==> src/logic/smsp_consts.svh <==
`ifndef SMSP_CONSTS_SVH
`define SMSP_CONSTS_SVH

// Byte geometry of the serial shift path.
`define SMSP_BYTE_W        8
`define SMSP_CNT_W         3
`define SMSP_LAST_BIT      3'h7
`define SMSP_FIRST_BIT     3'h0
`define SMSP_EDGE_W        4
`define SMSP_LAST_EDGE     4'hF
`define SMSP_FIRST_EDGE    4'h0

// Master clock half periods in core cycles, normal speed (divisors 4, 16, 64, 128).
`define SMSP_TMR_W         7
`define SMSP_HALF_RATE0    7'h02
`define SMSP_HALF_RATE1    7'h08
`define SMSP_HALF_RATE2    7'h20
`define SMSP_HALF_RATE3    7'h40
`define SMSP_TMR_ONE       7'h01
`define SMSP_TMR_ZERO      7'h00

// Receive FIFO shape.
`define SMSP_FIFO_DEPTH    16
`define SMSP_FIFO_AW       4

// Reset values.
`define SMSP_BYTE_ZERO     8'h00
`define SMSP_CNT_ZERO      3'h0

`endif

==> src/logic/smsp_pkg.sv <==
package smsp_pkg;

  // Master sequencer states.
  typedef enum logic
  {
    SMSP_IDLE,
    SMSP_SHIFT
  } smsp_state_e;

  typedef logic [7:0] smsp_byte_t;

endpackage : smsp_pkg

==> src/logic/smsp_fifo.sv <==
`timescale 1ns/10ps
`include "smsp_consts.svh"

module smsp_fifo
  import smsp_pkg::*;
#(
  parameter int WIDTH = `SMSP_BYTE_W,
  parameter int DEPTH = `SMSP_FIFO_DEPTH,
  parameter int AW    = `SMSP_FIFO_AW
)
(
  input  wire logic             core_clk,
  input  wire logic             arst_n,
  input  wire logic             in_valid,
  output logic                  in_ready,
  input  wire logic [WIDTH-1:0] in_data,
  output logic                  out_valid,
  input  wire logic             out_ready,
  output logic      [WIDTH-1:0] out_data
);

  logic [WIDTH-1:0] mem [DEPTH];
  logic [AW-1:0]    wr_ptr;
  logic [AW-1:0]    rd_ptr;
  logic [AW:0]      fill;

  // The head word sits in an output register, so the array holds DEPTH more behind it.
  wire       push      = in_valid & in_ready;
  wire       load_out  = ~out_valid | out_ready;
  wire       mem_empty = (fill == '0);
  wire       from_mem  = load_out & ~mem_empty;
  wire       bypass    = load_out & mem_empty & push;
  wire       to_mem    = push & ~bypass;
  wire [AW:0] fill_inc = fill + {{AW{1'b0}}, to_mem};
  assign in_ready = (fill != DEPTH[AW:0]);

  // Storage array is left unreset; pointers, fill count and output register carry the reset state.
  always_ff @(posedge core_clk)
  begin
    if (to_mem)
      mem[wr_ptr] <= in_data;
  end

  // Pointer, fill and output register bookkeeping.
  always_ff @(posedge core_clk or negedge arst_n)
  begin
    if (!arst_n)
    begin
      wr_ptr    <= '0;
      rd_ptr    <= '0;
      fill      <= '0;
      out_valid <= 1'b0;
      out_data  <= '0;
    end
    else
    begin
      if (to_mem)
        wr_ptr <= wr_ptr + 1'b1;
      if (from_mem)
      begin
        rd_ptr   <= rd_ptr + 1'b1;
        out_data <= mem[rd_ptr];
      end
      else if (bypass)
        out_data <= in_data;
      fill      <= fill_inc - {{AW{1'b0}}, from_mem};
      out_valid <= from_mem | bypass | (out_valid & ~out_ready);
    end
  end

endmodule : smsp_fifo

==> src/logic/smsp_port.sv <==
// Operation
// - Master write to data register starts clock generator and shifts out eight bits.
// - Master stops clock after one full byte and sets transfer-done flag.
// - Transfer-done flag with interrupt enable raises interrupt in either mode.
// - Master never drives the slave select line itself.
// - MOSI carries master to slave, MISO slave to master, exchanged per clock.
// - Master continues with another data write, or ends packet by raising select.
// - Slave with select high stays idle with MISO not driven.
// - Slave data loaded while select high shifts only after select goes low.
// - Slave sets transfer-done flag once a complete byte is shifted.
// - Slave may load new transmit data before reading the received byte.
// - Single transmit buffer; no new write until current shift cycle finishes.
// - Receive FIFO of 16 bytes plus output register; a byte completing while it is full is not queued and sets overrun.
// - Most recently received byte is kept in a readable register.
// - While enabled, SCK and MOSI drive only as master and MISO only as selected slave, each only when its user drive bit is set.
// - Port works only while its power-off control bit is zero.
// - Slave select going high resets logic and discards a partial byte.
// - Master SCK is clock over 4/16/64/128, halved by double speed.
// - Polarity sets SCK idle level; phase picks leading or trailing sampling.
// - Data order bit one sends LSB first, zero sends MSB first.
`timescale 1ns/10ps
`include "smsp_consts.svh"

module smsp_port
  import smsp_pkg::*;
(
  input  wire logic       core_clk,
  input  wire logic       arst_n,
  input  wire logic       port_enable_bit,
  input  wire logic       serial_power_off_bit,
  input  wire logic       master_select,
  input  wire logic       lsb_first_select,
  input  wire logic       clock_polarity,
  input  wire logic       clock_phase,
  input  wire logic       rate_select_hi,
  input  wire logic       rate_select_lo,
  input  wire logic       double_speed_bit,
  input  wire logic       transfer_irq_enable,
  input  wire logic       mosi_user_drive,
  input  wire logic       miso_user_drive,
  input  wire logic       sck_user_drive,
  input  wire logic       tx_write,
  input  wire logic [7:0] tx_data,
  output logic            tx_ready,
  input  wire logic       flag_clear,
  output logic            transfer_done_flag,
  output logic            write_collision_flag,
  output logic            rx_overrun_flag,
  output logic            irq,
  output logic            busy,
  output logic [7:0]      serial_data_register,
  output logic            rx_valid,
  input  wire logic       rx_ready,
  output logic [7:0]      rx_data,
  input  wire logic       ss_n_in,
  input  wire logic       sck_in,
  output logic            sck_out,
  output logic            sck_oe_n,
  input  wire logic       mosi_in,
  output logic            mosi_out,
  output logic            mosi_oe_n,
  input  wire logic       miso_in,
  output logic            miso_out,
  output logic            miso_oe_n
);

  // Half period of the master clock in core cycles for the selected rate.
  function automatic logic [`SMSP_TMR_W-1:0] half_period(input logic [1:0] rate,
                                                         input logic dbl);
    logic [`SMSP_TMR_W-1:0] base;
    begin
      base = `SMSP_HALF_RATE0;
      case (rate)
        2'h0:    base = `SMSP_HALF_RATE0;
        2'h1:    base = `SMSP_HALF_RATE1;
        2'h2:    base = `SMSP_HALF_RATE2;
        default: base = `SMSP_HALF_RATE3;
      endcase
      half_period = dbl ? (base >> 1) : base;
    end
  endfunction : half_period

  // Bit that goes onto the data line next, according to the data order.
  function automatic logic out_bit(input logic [7:0] sh, input logic lsb);
    begin
      out_bit = lsb ? sh[0] : sh[7];
    end
  endfunction : out_bit

  // Shift register after one sampled bit enters at the far end.
  function automatic logic [7:0] shift_in(input logic [7:0] sh, input logic b,
                                          input logic lsb);
    begin
      shift_in = lsb ? {b, sh[7:1]} : {sh[6:0], b};
    end
  endfunction : shift_in

  smsp_state_e            state;
  logic [7:0]             shreg;
  logic [`SMSP_CNT_W-1:0] bit_cnt;
  logic [`SMSP_EDGE_W-1:0] edge_idx;
  logic [`SMSP_TMR_W-1:0] timer;
  logic                   sck_q;
  logic                   data_q;
  logic                   ss_s1, ss_s2;
  logic                   sck_s1, sck_s2, sck_s3;
  logic                   mosi_s1, mosi_s2;
  logic                   miso_s1, miso_s2;
  logic                   fifo_ready;

  // Role decode; the port is dead while powered off or disabled.
  wire active       = port_enable_bit & ~serial_power_off_bit;
  wire is_master    = active & master_select;
  wire slave_active = active & ~master_select & ~ss_s2;
  wire slave_idle   = active & ~master_select & ss_s2;
  wire [`SMSP_TMR_W-1:0] half = half_period({rate_select_hi, rate_select_lo},
                                            double_speed_bit);

  // Master timing: the timer expires once per half period of SCK.
  wire m_shift   = (state == SMSP_SHIFT);
  wire m_edge    = m_shift & (timer == `SMSP_TMR_ONE);
  wire m_lead    = (sck_q == clock_polarity);
  wire m_last    = m_edge & (edge_idx == `SMSP_LAST_EDGE);

  // Slave edges are found on the synchronised SCK, never on the first stage.
  wire s_edge    = slave_active & (sck_s2 != sck_s3);
  wire s_lead    = (sck_s3 == clock_polarity);

  // Shared edge classification: sample on leading edges when phase is zero.
  wire edge_evt   = is_master ? m_edge : s_edge;
  wire edge_lead  = is_master ? m_lead : s_lead;
  wire sample_evt = edge_evt & (edge_lead ^ clock_phase);
  wire setup_evt  = edge_evt & ~(edge_lead ^ clock_phase);
  wire in_bit     = is_master ? miso_s2 : mosi_s2;
  wire rx_cap     = sample_evt & (bit_cnt == `SMSP_LAST_BIT);
  wire [7:0] next_shreg = shift_in(shreg, in_bit, lsb_first_select);

  // Completion: the slave at its eighth sample, the master once SCK is back at idle.
  wire done_evt  = is_master ? m_last : (rx_cap & slave_active);
  wire s_abort   = slave_idle & (bit_cnt != `SMSP_CNT_ZERO);

  // One transmit buffer: writes are taken only between bytes.
  assign busy     = m_shift | (slave_active & (bit_cnt != `SMSP_CNT_ZERO));
  assign tx_ready = active & ~busy & (~master_select | fifo_ready);
  wire   tx_take  = tx_write & tx_ready;
  wire   m_start  = tx_take & is_master;
  wire   rx_push  = rx_cap & (is_master | slave_active);

  // Pin input synchronisers; the first stages feed only the second.
  always_ff @(posedge core_clk or negedge arst_n)
  begin
    if (!arst_n)
    begin
      ss_s1   <= 1'b1;
      ss_s2   <= 1'b1;
      sck_s1  <= 1'b0;
      sck_s2  <= 1'b0;
      sck_s3  <= 1'b0;
      mosi_s1 <= 1'b0;
      mosi_s2 <= 1'b0;
      miso_s1 <= 1'b0;
      miso_s2 <= 1'b0;
    end
    else
    begin
      ss_s1   <= ss_n_in;
      ss_s2   <= ss_s1;
      sck_s1  <= sck_in;
      sck_s2  <= sck_s1;
      sck_s3  <= sck_s2;
      mosi_s1 <= mosi_in;
      mosi_s2 <= mosi_s1;
      miso_s1 <= miso_in;
      miso_s2 <= miso_s1;
    end
  end

  // Master sequencer: one start per write, sixteen SCK edges per byte.
  always_ff @(posedge core_clk or negedge arst_n)
  begin
    if (!arst_n)
    begin
      state    <= SMSP_IDLE;
      timer    <= `SMSP_TMR_ZERO;
      edge_idx <= `SMSP_FIRST_EDGE;
      sck_q    <= 1'b0;
    end
    else
    begin
      case (state)
        SMSP_IDLE:
        begin
          sck_q    <= clock_polarity;
          edge_idx <= `SMSP_FIRST_EDGE;
          // One spare cycle lets the first data bit settle before the first edge.
          timer    <= half + `SMSP_TMR_ONE;
          if (m_start)
            state <= SMSP_SHIFT;
        end
        SMSP_SHIFT:
        begin
          if (!is_master)
            state <= SMSP_IDLE;
          else if (m_edge)
          begin
            sck_q    <= ~sck_q;
            timer    <= half;
            edge_idx <= edge_idx + 1'b1;
            if (m_last)
              state <= SMSP_IDLE;
          end
          else
            timer <= timer - `SMSP_TMR_ONE;
        end
        default:
          state <= SMSP_IDLE;
      endcase
    end
  end

  // Shift register and bit counter, shared by both roles.
  always_ff @(posedge core_clk or negedge arst_n)
  begin
    if (!arst_n)
    begin
      shreg   <= `SMSP_BYTE_ZERO;
      bit_cnt <= `SMSP_CNT_ZERO;
    end
    else if (!active)
      bit_cnt <= `SMSP_CNT_ZERO;
    else if (s_abort)
    begin
      shreg   <= `SMSP_BYTE_ZERO;
      bit_cnt <= `SMSP_CNT_ZERO;
    end
    else if (tx_take)
      shreg <= tx_data;
    else if (sample_evt)
    begin
      shreg   <= next_shreg;
      bit_cnt <= bit_cnt + 1'b1;
    end
  end

  // Output data bit: presented before the first edge when phase is zero, and changed on setup edges.
  always_ff @(posedge core_clk or negedge arst_n)
  begin
    if (!arst_n)
      data_q <= 1'b0;
    else if (setup_evt | (~clock_phase & ~edge_evt & (bit_cnt == `SMSP_CNT_ZERO)))
      data_q <= out_bit(shreg, lsb_first_select);
  end

  // Latest received byte stays readable; the FIFO keeps older unread bytes.
  always_ff @(posedge core_clk or negedge arst_n)
  begin
    if (!arst_n)
      serial_data_register <= `SMSP_BYTE_ZERO;
    else if (rx_push)
      serial_data_register <= next_shreg;
  end

  // Sticky flags; a set arriving with the clear wins.
  always_ff @(posedge core_clk or negedge arst_n)
  begin
    if (!arst_n)
    begin
      transfer_done_flag   <= 1'b0;
      write_collision_flag <= 1'b0;
      rx_overrun_flag      <= 1'b0;
    end
    else
    begin
      transfer_done_flag   <= done_evt | (transfer_done_flag & ~flag_clear);
      write_collision_flag <= (tx_write & active & busy) |
                              (write_collision_flag & ~flag_clear);
      rx_overrun_flag      <= (rx_push & ~fifo_ready) |
                              (rx_overrun_flag & ~flag_clear);
    end
  end

  // Interrupt request follows the flag in either role.
  assign irq = transfer_done_flag & transfer_irq_enable;

  // Pin drive: enables are active low; select is never driven here.
  assign sck_out   = sck_q;
  assign mosi_out  = data_q;
  assign miso_out  = data_q;
  assign sck_oe_n  = ~(is_master & sck_user_drive);
  assign mosi_oe_n = ~(is_master & mosi_user_drive);
  assign miso_oe_n = ~(slave_active & miso_user_drive);

  // Received bytes queue here; a full queue holds the master off its next byte.
  smsp_fifo #(
    .WIDTH (`SMSP_BYTE_W),
    .DEPTH (`SMSP_FIFO_DEPTH),
    .AW    (`SMSP_FIFO_AW)
  ) u_rx_fifo (
    .core_clk  (core_clk),
    .arst_n    (arst_n),
    .in_valid  (rx_push),
    .in_ready  (fifo_ready),
    .in_data   (next_shreg),
    .out_valid (rx_valid),
    .out_ready (rx_ready),
    .out_data  (rx_data)
  );
endmodule : smsp_port

==> config.mk <==
export PLATFORM = sky130hd
export DESIGN_NAME = smsp_port
export DESIGN_NICKNAME = d
export VERILOG_FILES = /design/src/logic/smsp_pkg.sv /design/src/logic/smsp_fifo.sv /design/src/logic/smsp_port.sv
export VERILOG_INCLUDE_DIRS = /design/src /design/src/logic
export SDC_FILE = /design/constraint.sdc
export NUM_CORES = 1
export LEC_CHECK = 0
export ABC_AREA = 1
export BUFFER_PORTS_ARGS = -buffer_cell sky130_fd_sc_hd__buf_2
export CELL_PAD_IN_SITES_DETAIL_PLACEMENT = 1
export CELL_PAD_IN_SITES_GLOBAL_PLACEMENT = 1
export CORE_UTILIZATION = 51
export DETAILED_ROUTE_END_ITERATION = 7
export GPL_TIMING_DRIVEN = 0
export PLACE_DENSITY = 0.88
export SKIP_CTS_REPAIR_TIMING = 1
export SYNTH_ARGS = -nofsm -noshare
export SYNTH_HDL_FRONTEND = slang
export SYNTH_HIERARCHICAL = 1
export SYNTH_SLANG_ARGS = --single-unit
==> constraint.sdc <==
create_clock -name core_clk -period 5.2 [get_ports core_clk]
set_input_delay 0.52 -clock core_clk [delete_from_list [all_inputs] [get_ports core_clk]]
set_output_delay 0.52 -clock core_clk [all_outputs]
set_load 0.03 [all_outputs]
# ---- Word-level counts from Yosys, hierarchy flattened
# Memories as Yosys holds them, arrays and structs flattened.
# Cells that the tools add are included.
# W data, S select, Z words.
dict set report word_totals {
  ramBits 128
  n_memories 1
  in_bits 30
  reg_bits 67
  elab_cells 155
}
# name depth word_bits read_ports rd_clocked_by_memory_dff write_ports line
set mem_list {}
lappend mem_list {u_rx_fifo.mem 16 8 1 0 1 smsp_fifo.sv:22} ;# logic [WIDTH-1:0] mem [DEPTH];
dict set report classes {
  n_mux 33
  n_bitwise 66
  n_addsub 8
  n_reduce_logical 9
  eq_ne 13
}
# operator count
set ops {}
lappend ops {{$mux W8} 6}
lappend ops {{$and A1 B1 Y1} 37}
lappend ops {{$mux W7} 3}
lappend ops {{$pmux W7 S3} 1}
lappend ops {{$not A1 Y1} 18}
lappend ops {{$pmux W7 S2} 1}
lappend ops {{$mux W1} 13}
lappend ops {{$add A4 B1 Y4 const B} 3}
lappend ops {{$mux W3} 4}
lappend ops {{$or A1 B1 Y1} 10}
lappend ops {{$mux W4} 2}
lappend ops {{$pmux W4 S2} 1}
lappend ops {{$add A7 B1 Y7 const B} 1}
lappend ops {{$eq A7 B1 Y1 const B} 1}
lappend ops {{$sub A7 B1 Y7 const B} 1}
lappend ops {{$reduce_and A2 Y1} 3}
lappend ops {{$reduce_bool A3 Y1} 2}
lappend ops {{$add A5 B1 Y5} 1}
lappend ops {{$logic_not A5 Y1} 1}
lappend ops {{$ne A5 B5 Y1 const B} 1}
lappend ops {{$sub A5 B1 Y5} 1}
lappend ops {{$eq A4 B4 Y1 const B} 1}
lappend ops {{$ne A2 B1 Y1 const B} 2}
lappend ops {{$pmux W1 S2} 2}
lappend ops {{12 further kinds} 13}

# ---- Longest topological paths before layout
# Gate-level depths: netlist of run 1.
dict set report depth {
  depth_word 15
  depth_mapped 17
}

# ---- Hierarchy
# Netlist of run 1, hierarchy kept.
# module seq_area_each_um2 cells_per_inst instances area_each_um2
set by_module_without_submodules {}
lappend by_module_without_submodules {smsp_fifo 4394.2 652 1 6685.2}
lappend by_module_without_submodules {smsp_port 1128.6 313 1 2522.4}

# ---- Least setup slack after synthesis of run 1
# OpenSTA, ideal clock, no wires.
dict set report synth_timing {
  kind {input to register}
  start {input port serial_power_off_bit}
  end {register u_rx_fifo.fill[4]}
  arrival_ps 2747
  cell_stages 16
  setup_ps 79
  t_required_ps 5121
  setup_slack_ps 2374
  path_cell_list {inv_1 -> nand2_1 -> nor3_2 -> nand2_1 -> nand2_2 -> nand2_2 -> buf_6 -> nor2_8 -> nand3_2 -> ha_1 -> inv_1 -> ha_1 -> inv_1 -> fa_1 -> o21ai_0 -> xor2_1}
}
dict set report synth_via {
  elab_chain_len 15
  elab_cells_between_ends 19
  classes_between {2 x add/sub; 2 x mux; 15 x bitwise}
}
# item line
set synth_rtl {}
lappend synth_rtl {{start, declared} smsp_port.sv:30} ;# input wire logic serial_power_off_bit,
lappend synth_rtl {{$not A1 Y1 *} smsp_port.sv:112} ;# wire active = port_enable_bit & ~serial_power_off_bit;
lappend synth_rtl {{$and A1 B1 Y1 *} smsp_port.sv:112}
lappend synth_rtl {{$and A1 B1 Y1 (2 in a row)} smsp_port.sv:114} ;# wire slave_active = active & ~master_select & ~ss_s2;
lappend synth_rtl {{$and A1 B1 Y1} smsp_port.sv:126} ;# wire s_edge = slave_active & (sck_s2 != sck_s3);
lappend synth_rtl {{$mux W1} smsp_port.sv:130} ;# wire edge_evt = is_master ? m_edge : s_edge;
lappend synth_rtl {{$and A1 B1 Y1} smsp_port.sv:132} ;# wire sample_evt = edge_evt & (edge_lead ^ clock_phase);
lappend synth_rtl {{$and A1 B1 Y1} smsp_port.sv:135} ;# wire rx_cap = sample_evt & (bit_cnt == `SMSP_LAST_BIT);
lappend synth_rtl {{$and A1 B1 Y1 *} smsp_port.sv:147} ;# wire rx_push = rx_cap & (is_master | slave_active);
lappend synth_rtl {{net rx_push} smsp_port.sv:147}
lappend synth_rtl {{$and A1 B1 Y1 *} smsp_fifo.sv:28} ;# wire push = in_valid & in_ready;
lappend synth_rtl {{$and A1 B1 Y1} smsp_fifo.sv:32} ;# wire bypass = load_out & mem_empty & push;
lappend synth_rtl {{$not A1 Y1} smsp_fifo.sv:33} ;# wire to_mem = push & ~bypass;
lappend synth_rtl {{$and A1 B1 Y1 *} smsp_fifo.sv:33}
lappend synth_rtl {{$add A5 B1 Y5 *} smsp_fifo.sv:34} ;# wire [AW:0] fill_inc = fill + {{AW{1'b0}}, to_mem};
lappend synth_rtl {{$sub A5 B1 Y5 *} smsp_fifo.sv:66} ;# fill <= fill_inc - {{AW{1'b0}}, from_mem};
lappend synth_rtl {{end signal, assigned} smsp_fifo.sv:66}
lappend synth_rtl {{end, declared} smsp_fifo.sv:25} ;# logic [AW:0] fill;
# Mark *: on every way through the listed nets, which the timed path passes. The rest lies on a longest branch.
# A chain may end at the register's enable or synchronous reset.

# ---- Final worst setup path of run 1
dict set report layout_timing {
  start {register timer[1]}
  end {register u_rx_fifo.fill[4]}
}
dict set report layout_via {
  elab_chain_len 12
}
# item line
set layout_rtl {}
lappend layout_rtl {{start, declared} smsp_port.sv:102} ;# logic [`SMSP_TMR_W-1:0] timer;
lappend layout_rtl {{start signal, assigned} smsp_port.sv:184} ;# timer <= `SMSP_TMR_ZERO;
lappend layout_rtl {{start signal, assigned} smsp_port.sv:196} ;# timer <= half + `SMSP_TMR_ONE;
lappend layout_rtl {{start signal, assigned} smsp_port.sv:207} ;# timer <= half;
lappend layout_rtl {{$eq A7 B1 Y1 (no source line) *} n/a}
lappend layout_rtl {{$and A1 B1 Y1 *} smsp_port.sv:121} ;# wire m_edge = m_shift & (timer == `SMSP_TMR_ONE);
lappend layout_rtl {{$mux W1 *} smsp_port.sv:130}
lappend layout_rtl {{$and A1 B1 Y1 *} smsp_port.sv:132}
lappend layout_rtl {{$and A1 B1 Y1 *} smsp_port.sv:135}
lappend layout_rtl {{$and A1 B1 Y1 *} smsp_port.sv:147}
lappend layout_rtl {{net rx_push} smsp_port.sv:147}
lappend layout_rtl {{$and A1 B1 Y1 *} smsp_fifo.sv:28}
lappend layout_rtl {{$and A1 B1 Y1} smsp_fifo.sv:32}
lappend layout_rtl {{$not A1 Y1} smsp_fifo.sv:33}
lappend layout_rtl {{$and A1 B1 Y1 *} smsp_fifo.sv:33}
lappend layout_rtl {{$add A5 B1 Y5 *} smsp_fifo.sv:34}
lappend layout_rtl {{$sub A5 B1 Y5 *} smsp_fifo.sv:66}
# Marks and branches as above.

==> reports/metrics.sh, run 1 <==
GR-USAGE-MET1_PCT=36.4
CLKLATENCYLATEPIN_PS=450
FIN_CRIT_SH_PCT=64.9
DP_HPWL_UM=18000
SYNTH_CELLS=965
AREA_GROWTH_SYN_TO_LAYOUT_PCT=13.0
ANTENNA_FOUND_INITIAL=0
CRITPATHREQUIREDTIME_PS=5560
TOP_USAGE_LAYER='met2'
GRT_PASS1_WL_UM=42400
CTS-HTREE-LEVELS=4
SYNTH_TOP_AREA_SHARE_PCT=41.7
SYNTH_TOP_CELLS_BY_COUNT='sky130_fd_sc_hd__nand2_1 (313), sky130_fd_sc_hd__edfxtp_1 (128), sky130_fd_sc_hd__nand3_1 (118), sky130_fd_sc_hd__inv_1 (112), sky130_fd_sc_hd__dfrtp_1 (65)'
ROUTED_VIAS=7365
TOTAL_CLOCK_BUFFERS_CREATED_BY_CTS=17
ROUTE.DETAILED.WL_PER_INST_UM=21.3
FIRST_PASS_ITERS=5
CELLINTERNALPOWER_uW=2990
STARTPOINT_TYPE='register'
FMAX_MHz=297
SYNTH.MOST_COMMON_CELL='sky130_fd_sc_hd__nand2_1'
CRIT_TYPE='register to register'
RR_STARTPOINT='timer[1]'
FIN_WS_PS=1830
SYN_AVG_CELL_AREA_UM2=9.54
SLEW_HEADROOM_PCT=36.5
SYNTH-MAIN-FF-CELL='sky130_fd_sc_hd__edfxtp_1'
POWER.SHARE.COMBINATIONAL_PCT=36.4
POWER_LEAKAGE_uW=0.00486
SYNTH_SEQUENTIAL_AREA_RATIO_PCT=60.0
FINAL_CORE_UTIL_PCT=59.6
CRIT_PATH_MAX_INCR_DELAY_PS=420
GRT_SETUP_UNREPAIRED='false'
SYNTH_SEQ_CELLS=195
DRCVIOLATIONCOUNT=0
TRITONCTS='yes'
CPMAXSTAGEDELAYCELL='sky130_fd_sc_hd__fa_1'
CTS.SINK_COUNT=195
STDCELL_AREA_UM2=10400
ROUTABILITYCONGESTION=0.854
SETUP-VIOLATIONS-FINAL=0
LAYOUT-DRIVE-GT1-SHARE_PCT=15.9
SYNTH_AREA_UM2=9210
TOTALNEGATIVESETUPSLACK_PS=0
CRIT_PATH_MAX_FANOUT=11
GRT_USE_MET3_PCT=4.33
HP-CLASS='input pin to asynchronous set/reset pin'
SYNTHDOMINANTAREACELLTYPE='sky130_fd_sc_hd__edfxtp_1'
CAP_VIOLATIONS=0
DETAILED_PLACE.AREA_UM2=9870
GRT_UTIL_MET2_PCT=56.9
TIMING.CRITICAL_PATH.TO_TYPE='register'
MAX-CLOCK-PATH-BUFFERS=2
FINAL.SETUP_SKEW_PS=10.4
TIMING.FINAL.MAX_SLEW_VIOLATIONS=0
NUMBER_OF_GLOBAL_ROUTE_VIAS_BEFORE_REPAIR=7769
TIGHTESTPINTRANSITION_PS=950
FIN_HOLD_WS_PS=52.2
POST_ROUTE_MINIMUM_PERIOD_PS=3370
ROW_COUNT=48
POWER.DENSITY_nW_PER_UM2=476
SEQ_POWER_SHARE_PCT=38.5
CLOCKROOTBUFFER='sky130_fd_sc_hd__clkbuf_16'
DIE_WIDTH_UM=136
ANTENNA_CELLS=0
STARTPOINT='timer[1]'
SYNTHTOPCELLSBYAREA='sky130_fd_sc_hd__edfxtp_1 (42%), sky130_fd_sc_hd__dfrtp_1 (18%), sky130_fd_sc_hd__nand2_1 (13%), sky130_fd_sc_hd__nand3_1 (6.4%), sky130_fd_sc_hd__inv_1 (4.6%)'
DETAILEDROUTE.FIRSTITERATIONVIOLATIONS=564
CLKPWRFRAC_PCT=25.1
SYNTH.DISTINCT_CELLS=45
SYN_NETS=1013
ROUTE.DETAILED.VIAS_PER_INST=5.74
CP_DATA_ARRIVAL_TIME_PS=3740
FLOORPLAN.DIE.HEIGHT_UM=136
REG2REG_SETUP_SLACK_PS=1830
DIE-AREA_UM2=18600
NETSWITCHINGPOWER_uW=1970
WORSTREGTOREGCELLS=17
POWER.SHARE.SWITCHING_PCT=39.7
GRT_OVERFLOW=0
MAXIMUM_NUMBER_OF_PINS_ON_ONE_NET_BEFORE_GLOBAL_ROUTE_REPAIR=68
GLOBAL_ROUTE.USAGE.TOTAL_PCT=31.5
NUMBER_OF_PORT_BUFFERS=58
CTS_CLK_PIN_SLEW_WORST_PATHS_PS=70
DESIGN.CORE.AREA_UM2=17500
NUMBER_OF_NETS_IN_THE_FINAL_LAYOUT=1094
VDD.IR_DROP.WORST_uV=287
REMAINING_ANTENNA_VIOLATION_COUNT_AFTER_ROUTING=0
RUN_STATUS='completed'
TOTAL_WIRE_LENGTH_UM=27400
PLACE_WORST_SETUP_SLACK_PS=1710
TOP_LEVEL_I_O_COUNT=59
WORST_R2R_ENDPOINT='u_rx_fifo/fill[4]'
ASYNC_FLOP_SHARE_PCT=34.4
HOLD_VIOL=0
INITIAL_CORE_UTIL_PCT=52.7
SYNTHESIS.YOSYS.WARNINGS=6
SYNTH-EDFF-COUNT=128
PATH_CELLS='inv_1 -> ha_1 -> nand2_1 -> nor2_4 -> nand3_4 -> nand2_2 -> nand2_2 -> buf_6 -> nor2_8 -> nand3_2 -> ha_1 -> inv_1 -> ha_1 -> inv_1 -> fa_1 -> o21ai_0 -> xor2_1'
[through the flow]
stage          power, uW  cells
6_report            4960   1284
5_1_grt             5160   1284
4_1_cts             4940   1284
3_5_place_dp        3660   1252
3_3_place_gp        3520   1248
2_1_floorplan       3030    965
[routing by layer]
| metal | share of wire [%] | vias up |
|---|---|---|
| li1 | - | 3291 |
| met1 | 38 | 3718 |
| met2 | 53 | 282 |
| met3 | 4.9 | 74 |
| met4 | 3.9 | 0 |
| met5 | 0 | - |
[worst max-delay path by stage]
stage                                end
floorplan              u_rx_fifo/fill[4]
global placement    u_rx_fifo/mem[15][2]
detailed placement     u_rx_fifo/fill[4]
CTS                    u_rx_fifo/fill[4]
global route           u_rx_fifo/fill[4]
finish                 u_rx_fifo/fill[4]
[state kept, by name, summed over array words and instances (netlist names), 3 cells and up]
register	cells
u_rx_fifo/mem	128
serial_data_register	8
shreg	8
u_rx_fifo/out_data	8
timer	7
u_rx_fifo/fill	5
edge_idx	4
u_rx_fifo/rd_ptr	4
u_rx_fifo/wr_ptr	4
bit_cnt	3
[cells by family after synthesis]
group	count (synthesis)	synth area share, %
flip-flops	195	60.0
AO/OA/AOI/OAI	54	3.49
AND/OR/NAND/NOR	524	24.8
XOR/XNOR	15	1.43
multiplexers	1	0.109
buffers and inverters	158	7.65
adder cells (fa/ha/maj)	18	2.53
[cell usage in the layout (no fill, tap or decap), drive strengths merged]
cell	instances
clkbuf	22
clkinvlp	1
or2	9
dfrtp	65
o31ai	1
inv	129
xor2	10
nand2	319
dfstp	2
clkinv	7
ha	17
nand4	14
buf	93
a21oi	11
o21ai	35
a22oi	2
nand3	121
o211ai	1
o22ai	1
nor3	6
edfxtp	128
mux2i	1
xnor2	5
a211oi	1
fa	1
nor2	55
a32o	1
o221ai	1
[layout make-up]
class | count | area, um^2
multi-input cells | 612 | 2990
fillers | 1976 | 7070
clock inverters | 13 | 100
plain buffers | 34 | 239
inverters | 124 | 465
clock buffers | 19 | 443
flip-flops and latches | 195 | 5520
repair buffers | 62 | 365
well taps | 225 | 282
[power groups by stage]
stage	combinational, uW	sequential, uW	clock [uW]
final	1810	1910	1240
after global routing	1940	1920	1300
after global placement	1590	1930	0
after CTS	1780	1910	1250
after floorplan	1040	1990	0
after detailed placement	1730	1930	0
[critical path, delay by kind of cell (launching register included)]
kind	cells	cell delay, ps
AOI/OAI and AO/OA	1	270
xor gates and xnor gates	1	190
adders and majority gates	4	1110
buffers and inverters	4	400
DFF	1	370
and+or+nand+nor	7	940
(Power assumes the default switching activity.)
==> run 2: changes to the inputs <==
CORE_UTILIZATION = 43   (was 51)
PLACE_DENSITY = 0.79   (was 0.88)
clock period = 2.8 ns   (was 5.2 ns; I/O delays follow)
==> run 2 against run 1 <==
Against the previous run:
- the run now ends with negative hold slack, negative setup slack left
- final area up 3.1%
- sequential share of layout area down 1.6 points
- power up 84%
- worst hold slack worse by 94 ps
- critical path type unchanged
- critical endpoint is now u_rx_fifo/mem[15][3]
- highest routed layer unchanged
==> reports/metrics.sh, run 2 (synthesis gave the netlist of run 1 again) <==
CLOCKROOTBUFFER='sky130_fd_sc_hd__clkbuf_16'  # unchanged
NUMBER_OF_PORT_BUFFERS=58  # unchanged
NUMPLACEDINSTANCES=1301  # was 1252
MAXIMUM_NUMBER_OF_PINS_ON_ONE_NET_BEFORE_GLOBAL_ROUTE_REPAIR=68  # unchanged
DP_HPWL_UM=17100  # was 18000 um
FIRST_PASS_ITERS=4  # was 5
PLACE_WORST_SETUP_SLACK_PS=-477  # was 1710 ps
DESIGN.CORE.AREA_UM2=21000  # was 17500 um^2
DIE_WIDTH_UM=148  # was 136 um
SETUP-VIOLATIONS-FINAL=24  # was 0
POWER.DENSITY_nW_PER_UM2=849  # was 476 nW/um^2
TOP_LEVEL_I_O_COUNT=59  # unchanged
FMAX_MHz=354  # was 297 MHz
ROUTABILITYCONGESTION=0.823  # was 0.854
NUMBER_OF_NETS_IN_THE_FINAL_LAYOUT=1111  # was 1094
DRCVIOLATIONCOUNT=0  # unchanged
GRT_OVERFLOW=0  # unchanged
GLOBAL_ROUTE.USAGE.TOTAL_PCT=23.4  # was 31.5%
CAP_VIOLATIONS=0  # unchanged
AREA_GROWTH_SYN_TO_LAYOUT_PCT=16.5  # was 13.0%
CRIT_PATH_MAX_FANOUT=8  # was 11
LARGEST_REG_FLOPS=128  # unchanged
POST_LAYOUT_NONFILLER_INSTANCES=1351  # was 1284
MAX-CLOCK-PATH-BUFFERS=2  # unchanged
FLOORPLAN.DIE.HEIGHT_UM=148  # was 136 um
FIN_HOLD_WS_PS=-42.0  # was 52.2 ps
LAYOUT-DRIVE-GT1-SHARE_PCT=18.8  # was 15.9%
NUMBER_OF_GLOBAL_ROUTE_VIAS_BEFORE_REPAIR=7218  # was 7769
POST_ROUTE_MINIMUM_PERIOD_PS=2820  # was 3370 ps
CTS_CLK_PIN_SLEW_WORST_PATHS_PS=70  # about the same
HP-CLASS='input pin to asynchronous set/reset pin'  # unchanged
FIN_WS_PS=-23.9  # was 1830 ps
ANTENNA_CELLS=0  # unchanged
CTS.SINK_COUNT=195  # unchanged
GRT_PASS1_WL_UM=38300  # was 42400 um
TIMING.CRITICAL_PATH.TO_TYPE='register'  # unchanged
MOST_COMMON_CELL_AFTER_LAYOUT_FILL_AND_TAPS_ASIDE='sky130_fd_sc_hd__nand2_1'  # unchanged
GRT_SETUP_UNREPAIRED='true'  # was false
ROW_COUNT=53  # was 48
CTS-HTREE-LEVELS=4  # unchanged
HOLD_VIOL=31  # was 0
ANTENNA_FOUND_INITIAL=0  # unchanged
TIGHTESTPINTRANSITION_PS=985  # was 950 ps
TOTAL_CLOCK_BUFFERS_CREATED_BY_CTS=17  # unchanged
LARGEST-REGISTER='u_rx_fifo/mem'  # unchanged
ROUTED_VIAS=7032  # was 7365
STARTPOINT_TYPE='register'  # unchanged
TOTAL_WIRE_LENGTH_UM=25000  # was 27400 um
DIE-AREA_UM2=22000  # was 18600 um^2
RUN_STATUS='finished, violations left'  # was completed
TOTAL_POWER_uW=9110  # was 4960 uW
FINAL.SETUP_SKEW_PS=10.6  # was 10.4 ps
MOSTFREQUENTLAYOUTCELLS='sky130_fd_sc_hd__nand2_1 (311), sky130_fd_sc_hd__edfxtp_1 (128), sky130_fd_sc_hd__nand3_1 (118)'  # was sky130_fd_sc_hd__nand2_1 (313), sky130_fd_sc_hd__edfxtp_1 (128), sky130_fd_sc_hd__nand3_1 (118)
DETAILEDROUTE.FIRSTITERATIONVIOLATIONS=387  # was 564
CRIT_TYPE='register to register'  # unchanged
SLEW_HEADROOM_PCT=34.1  # was 36.5%
FIN_CRIT_SH_PCT=101  # was 64.9%
POWER_LEAKAGE_uW=0.00494  # was 0.00486 uW
FAILING_CHECKS='negative hold slack, negative setup slack'
CRITPATHREQUIREDTIME_PS=2860  # was 5560 ps
TIMING.FINAL.MAX_SLEW_VIOLATIONS=0  # unchanged
ROUTE.DETAILED.WL_PER_INST_UM=18.5  # was 21.3 um
ROUTE.DETAILED.VIAS_PER_INST=5.21  # was 5.74
CP_DATA_ARRIVAL_TIME_PS=2880  # was 3740 ps
INITIAL_CORE_UTIL_PCT=43.8  # was 52.7%
CLKLATENCYLATEPIN_PS=430  # was 450 ps
REMAINING_ANTENNA_VIOLATION_COUNT_AFTER_ROUTING=0  # unchanged
TRITONCTS='yes'  # unchanged
VDD.IR_DROP.WORST_uV=368  # was 287 uV
[run 2: layer usage]
metal	track usage [%]	vias up	share of wire [%]
li1	-	3340	-
met3	4.14	40	4.6
met5	0	-	0
met2	41.8	189	53
met4	9.23	0	2.5
met1	27.8	3463	40
[run 2: where the power goes]
part	internal (uW)	leakage, uW	total [uW]	switching, uW
Clock	1140	0.000253	2240	1100
Combinational	1040	0.00270	3340	2300
Sequential	3390	0.00199	3530	132
[run 2: layout make-up]
cell class	instances	area [um^2]
tap	275	344
buffer	34	243
inverter	124	469
multi-input combinational	612	3150
timing repair buffer	79	479
clock inverter	12	82.6
fill	2415	10300
sequential	195	5520
clock buffer	20	437
[run 2: path summary, 6_finish.rpt]
kind,startpoint,to,slack (ps),cells after the start
worst max-delay path,timer[1],u_rx_fifo/mem[15][3],-20,13
worst min-delay path,arst_n,write_collision_flag,-40,1
worst max register to register,timer[1],u_rx_fifo/mem[15][3],-20,13
worst min register to register,mosi_s1,mosi_s2,350,0
max in group asynchronous,arst_n,u_rx_fifo/wr_ptr[1],2240,1
min in group core_clk,tx_write,write_collision_flag,140,2
[run 2: worst max-delay path, cell delays in order, from the launching register on]
cell and delay [ps]:
sky130_fd_sc_hd__dfrtp_1 370, sky130_fd_sc_hd__inv_2 80, sky130_fd_sc_hd__ha_1 170, sky130_fd_sc_hd__nand2_2 70
sky130_fd_sc_hd__nor2_4 140, sky130_fd_sc_hd__nand3_4 110, sky130_fd_sc_hd__nand2_4 110, sky130_fd_sc_hd__nand2_4 60
sky130_fd_sc_hd__buf_8 130, sky130_fd_sc_hd__nor2_8 150, sky130_fd_sc_hd__nand3_4 130, sky130_fd_sc_hd__inv_2 160
sky130_fd_sc_hd__nand2_2 130, sky130_fd_sc_hd__nor2_1 630
[run 2: stage by stage]
stage                     utilization (%)  hold WS (ps)  setup TNS (ps)  cell area [um^2]
after floorplan                         -         -15.6               0              9210
after global placement               46.8           333          -41250              9840
after detailed placement             47.1           336          -30510              9890
after CTS                            49.5         -74.3          -35070             10400
after global routing                 51.0          27.1           -4720             10700
final                                51.0         -42.0            -421             10700
==> run 3: changes to the inputs <==
CORE_UTILIZATION = 42   (was 43)
PLACE_DENSITY = 0.78   (was 0.79)
SYNTH_HIERARCHICAL = unset   (was 1)
==> run 3 against run 2 <==
Against the previous run:
- the flow finishes with violations (negative hold slack)
- core utilization fell by 0.51 points
- maximum frequency rose by 3.2%
- clock power is 8% higher
- largest cell class unchanged
- highest routed layer unchanged
==> reports/metrics.sh, run 3 <==
RUN_STATUS='finished, violations left'  # unchanged
FAILING_CHECKS='negative hold slack'  # was negative hold slack, negative setup slack
DIE_WIDTH_UM=150  # was 148 um
SYNTH_TOP_AREA_SHARE_PCT=41.7  # about the same
STARTPOINT_TYPE='register'  # unchanged
CELLINTERNALPOWER_uW=5540  # was 5580 uW
CRITPATHREQUIREDTIME_PS=2860  # about the same
SYNTH-MAIN-FF-CELL='sky130_fd_sc_hd__edfxtp_1'  # unchanged
NUMBER_OF_NETS_IN_THE_FINAL_LAYOUT=1151  # was 1111
LAYOUT-DRIVE-GT1-SHARE_PCT=15.7  # was 18.8%
MAX-CLOCK-PATH-BUFFERS=2  # unchanged
SYNTHDOMINANTAREACELLTYPE='sky130_fd_sc_hd__edfxtp_1'  # unchanged
DRCVIOLATIONCOUNT=0  # unchanged
CTS-HTREE-LEVELS=4  # unchanged
FLOORPLAN.DIE.HEIGHT_UM=150  # was 148 um
DETAILEDROUTE.FIRSTITERATIONVIOLATIONS=409  # was 387
TIGHTESTPINTRANSITION_PS=1060  # was 985 ps
NUMBER_OF_GLOBAL_ROUTE_VIAS_BEFORE_REPAIR=7597  # was 7218
SYNTHTOPCELLSBYAREA='sky130_fd_sc_hd__edfxtp_1 (42%), sky130_fd_sc_hd__dfrtp_1 (18%), sky130_fd_sc_hd__nand2_1 (15%), sky130_fd_sc_hd__nand3_1 (5.9%), sky130_fd_sc_hd__inv_1 (5.5%)'  # was sky130_fd_sc_hd__edfxtp_1 (42%), sky130_fd_sc_hd__dfrtp_1 (18%), sky130_fd_sc_hd__nand2_1 (13%), sky130_fd_sc_hd__nand3_1 (6.4%), sky130_fd_sc_hd__inv_1 (4.6%)
SYN_AVG_CELL_AREA_UM2=9.20  # was 9.54 um^2
LARGEST-REGISTER='u_rx_fifo.mem'  # was u_rx_fifo/mem
FIN_WS_PS=62.3  # was -23.9 ps
SYNTH_SEQUENTIAL_AREA_RATIO_PCT=59.9  # was 60.0%
AREA_GROWTH_SYN_TO_LAYOUT_PCT=16.7  # was 16.5%
TOTALNEGATIVESETUPSLACK_PS=0  # was -421 ps
POWER.SHARE.COMBINATIONAL_PCT=36.1  # was 36.7%
DIE-AREA_UM2=22500  # was 22000 um^2
TOTAL_CLOCK_BUFFERS_CREATED_BY_CTS=17  # unchanged
VDD.IR_DROP.WORST_uV=444  # was 368 uV
ROW_COUNT=53  # unchanged
NUMBER_OF_PORT_BUFFERS=56  # was 58
LARGEST_REG_FLOPS=128  # unchanged
ANTENNA_CELLS=0  # unchanged
POWER.DENSITY_nW_PER_UM2=867  # was 849 nW/um^2
GLOBAL_ROUTE.USAGE.TOTAL_PCT=24.8  # was 23.4%
FIN_HOLD_WS_PS=-54.8  # was -42.0 ps
SYNTH_SEQ_CELLS=195  # unchanged
DETAILED_PLACE.AREA_UM2=9900  # was 9890 um^2
PLACE_WORST_SETUP_SLACK_PS=-430  # was -477 ps
MOSTFREQUENTLAYOUTCELLS='sky130_fd_sc_hd__nand2_1 (366), sky130_fd_sc_hd__inv_1 (130), sky130_fd_sc_hd__edfxtp_1 (128)'  # was sky130_fd_sc_hd__nand2_1 (311), sky130_fd_sc_hd__edfxtp_1 (128), sky130_fd_sc_hd__nand3_1 (118)
HP-CLASS='input pin to asynchronous set/reset pin'  # unchanged
ROUTABILITYCONGESTION=0.864  # was 0.823
SETUP-VIOLATIONS-FINAL=0  # was 24
TIMING.FINAL.MAX_SLEW_VIOLATIONS=0  # unchanged
CRIT_TYPE='register to register'  # unchanged
HOLD_VIOL=65  # was 31
SEQ_POWER_SHARE_PCT=38.1  # was 38.7%
SYNTH_TOP_CELLS_BY_COUNT='sky130_fd_sc_hd__nand2_1 (367), sky130_fd_sc_hd__inv_1 (136), sky130_fd_sc_hd__edfxtp_1 (128), sky130_fd_sc_hd__nand3_1 (109), sky130_fd_sc_hd__dfrtp_1 (65)'  # was sky130_fd_sc_hd__nand2_1 (313), sky130_fd_sc_hd__edfxtp_1 (128), sky130_fd_sc_hd__nand3_1 (118), sky130_fd_sc_hd__inv_1 (112), sky130_fd_sc_hd__dfrtp_1 (65)
POWER_LEAKAGE_uW=0.00508  # was 0.00494 uW
FIRST_PASS_ITERS=6  # was 4
SYNTHESIS.YOSYS.WARNINGS=0  # was 6
SYNTH.DISTINCT_CELLS=43  # was 45
PATH_CELLS='nor2_2 -> nand2_1 -> nor2_4 -> nand3_4 -> nand2_4 -> nand3_4 -> nor2_4 -> buf_12 -> nand2_4 -> nor2_1'  # was inv_2 -> ha_1 -> nand2_2 -> nor2_4 -> nand3_4 -> nand2_4 -> nand2_4 -> buf_8 -> nor2_8 -> nand3_4 -> inv_2 -> nand2_2 -> nor2_1
SYNTH_AREA_UM2=9210  # about the same
ANTENNA_FOUND_INITIAL=0  # unchanged
CTS_CLK_PIN_SLEW_WORST_PATHS_PS=80  # was 70 ps
GRT_OVERFLOW=0  # unchanged
MOST_COMMON_CELL_AFTER_LAYOUT_FILL_AND_TAPS_ASIDE='sky130_fd_sc_hd__nand2_1'  # unchanged
NETSWITCHINGPOWER_uW=3780  # was 3540 uW
SYNTH.MOST_COMMON_CELL='sky130_fd_sc_hd__nand2_1'  # unchanged
CRIT_PATH_MAX_INCR_DELAY_PS=680  # was 630 ps
STDCELL_AREA_UM2=10800  # was 10700 um^2
CRIT_PATH_MAX_FANOUT=8  # unchanged
SYNTH-EDFF-COUNT=128  # unchanged
ROUTE.DETAILED.WL_PER_INST_UM=19.5  # was 18.5 um
POWER.SHARE.SWITCHING_PCT=40.6  # was 38.8%
REMAINING_ANTENNA_VIOLATION_COUNT_AFTER_ROUTING=0  # unchanged
TIMING.CRITICAL_PATH.TO_TYPE='register'  # unchanged
FMAX_MHz=365  # was 354 MHz
CPMAXSTAGEDELAYCELL='sky130_fd_sc_hd__nor2_1'  # unchanged
POST_ROUTE_MINIMUM_PERIOD_PS=2740  # was 2820 ps
TOP_LEVEL_I_O_COUNT=59  # unchanged
ROUTE.DETAILED.VIAS_PER_INST=5.25  # was 5.21
CLOCKROOTBUFFER='sky130_fd_sc_hd__clkbuf_16'  # unchanged
DP_HPWL_UM=18000  # was 17100 um
GRT_PASS1_WL_UM=40900  # was 38300 um
CTS.SINK_COUNT=195  # unchanged
MAXIMUM_NUMBER_OF_PINS_ON_ONE_NET_BEFORE_GLOBAL_ROUTE_REPAIR=68  # unchanged
FIN_CRIT_SH_PCT=97.8  # was 101%
ROUTED_VIAS=7302  # was 7032
CLKPWRFRAC_PCT=25.8  # was 24.6%
TRITONCTS='yes'  # unchanged
SYNTH_CELLS=1001  # was 965
TOTAL_POWER_uW=9330  # was 9110 uW
CAP_VIOLATIONS=0  # unchanged
DESIGN.CORE.AREA_UM2=21300  # was 21000 um^2
INITIAL_CORE_UTIL_PCT=43.3  # was 43.8%
ASYNC_FLOP_SHARE_PCT=34.4  # unchanged
CLKLATENCYLATEPIN_PS=450  # was 430 ps
SYN_NETS=1049  # was 1013
FINAL.SETUP_SKEW_PS=13.8  # was 10.6 ps
TOTAL_WIRE_LENGTH_UM=27100  # was 25000 um
CP_DATA_ARRIVAL_TIME_PS=2800  # was 2880 ps
SLEW_HEADROOM_PCT=29.0  # was 34.1%
## run 3: power by group through the flow
stage	combinational (uW)	clock [uW]	sequential (uW)
CTS	3180	2430	3540
global placement	2940	0	3580
global route	3700	2530	3570
finish	3370	2410	3550
detailed placement	3120	0	3590
floorplan	1840	0	3670
## run 3: kinds of logic (layout without fill, tap and decap cells)
family,after synthesis,in the layout,share of synthesized area (%)
flops,195,195,59.9
simple gates,553,553,25.7
xor+xnor,14,14,1.41
fa+ha+maj,18,18,2.53
mux,1,1,0.109
buf+inv,178,293,7.56
compound gates,42,42,2.70
## run 3: path summary, 6_finish.rpt
kind                             from                     to  slack (ps)  cells after the start
setup / recovery             timer[3]    u_rx_fifo.mem[4][1]          60                     10
hold / removal                 arst_n  u_rx_fifo.out_data[6]         -50                      1
max in group asynchronous      arst_n               timer[3]        2210                      1
setup reg to reg             timer[3]    u_rx_fifo.mem[4][1]          60                     10
min in group core_clk      flag_clear        rx_overrun_flag         140                      4
hold reg to reg               mosi_s1                mosi_s2         350                      0
## run 3: final cells by class
cell class / count / area (um^2)
well taps: 275 / 344
fillers: 2504 / 10500
clock inverters: 14 / 138
flip-flops and latches: 195 / 5530
repair buffers: 84 / 539
inverters: 147 / 562
clock buffers: 18 / 429
plain buffers: 30 / 146
multi-input cells: 628 / 3070
## run 3: routing by layer
| metal | share of wire [%] | track usage [%] |
|---|---|---|
| met2 | 52 | 43.0 |
| met3 | 4.0 | 4.82 |
| met4 | 3.5 | 11.2 |
| met5 | 0 | 0 |
| met1 | 41 | 29.8 |
## run 3: metrics by stage
| stage | cells | hold WS, ps | utilization (%) |
|---|---|---|---|
| after floorplan | 1001 | -15.6 | - |
| after global placement | 1332 | 332 | 46.2 |
| after detailed placement | 1335 | 336 | 46.5 |
| after CTS | 1367 | -82.4 | 49.2 |
| after global routing | 1391 | 11.9 | 50.5 |
| final | 1391 | -54.8 | 50.5 |
## run 3: critical path: cells and delay by family, from the launching register on
family	cells	cell delay, ps
and+or+nand+nor	9	1740
buffers and inverters	1	170
DFF	1	450
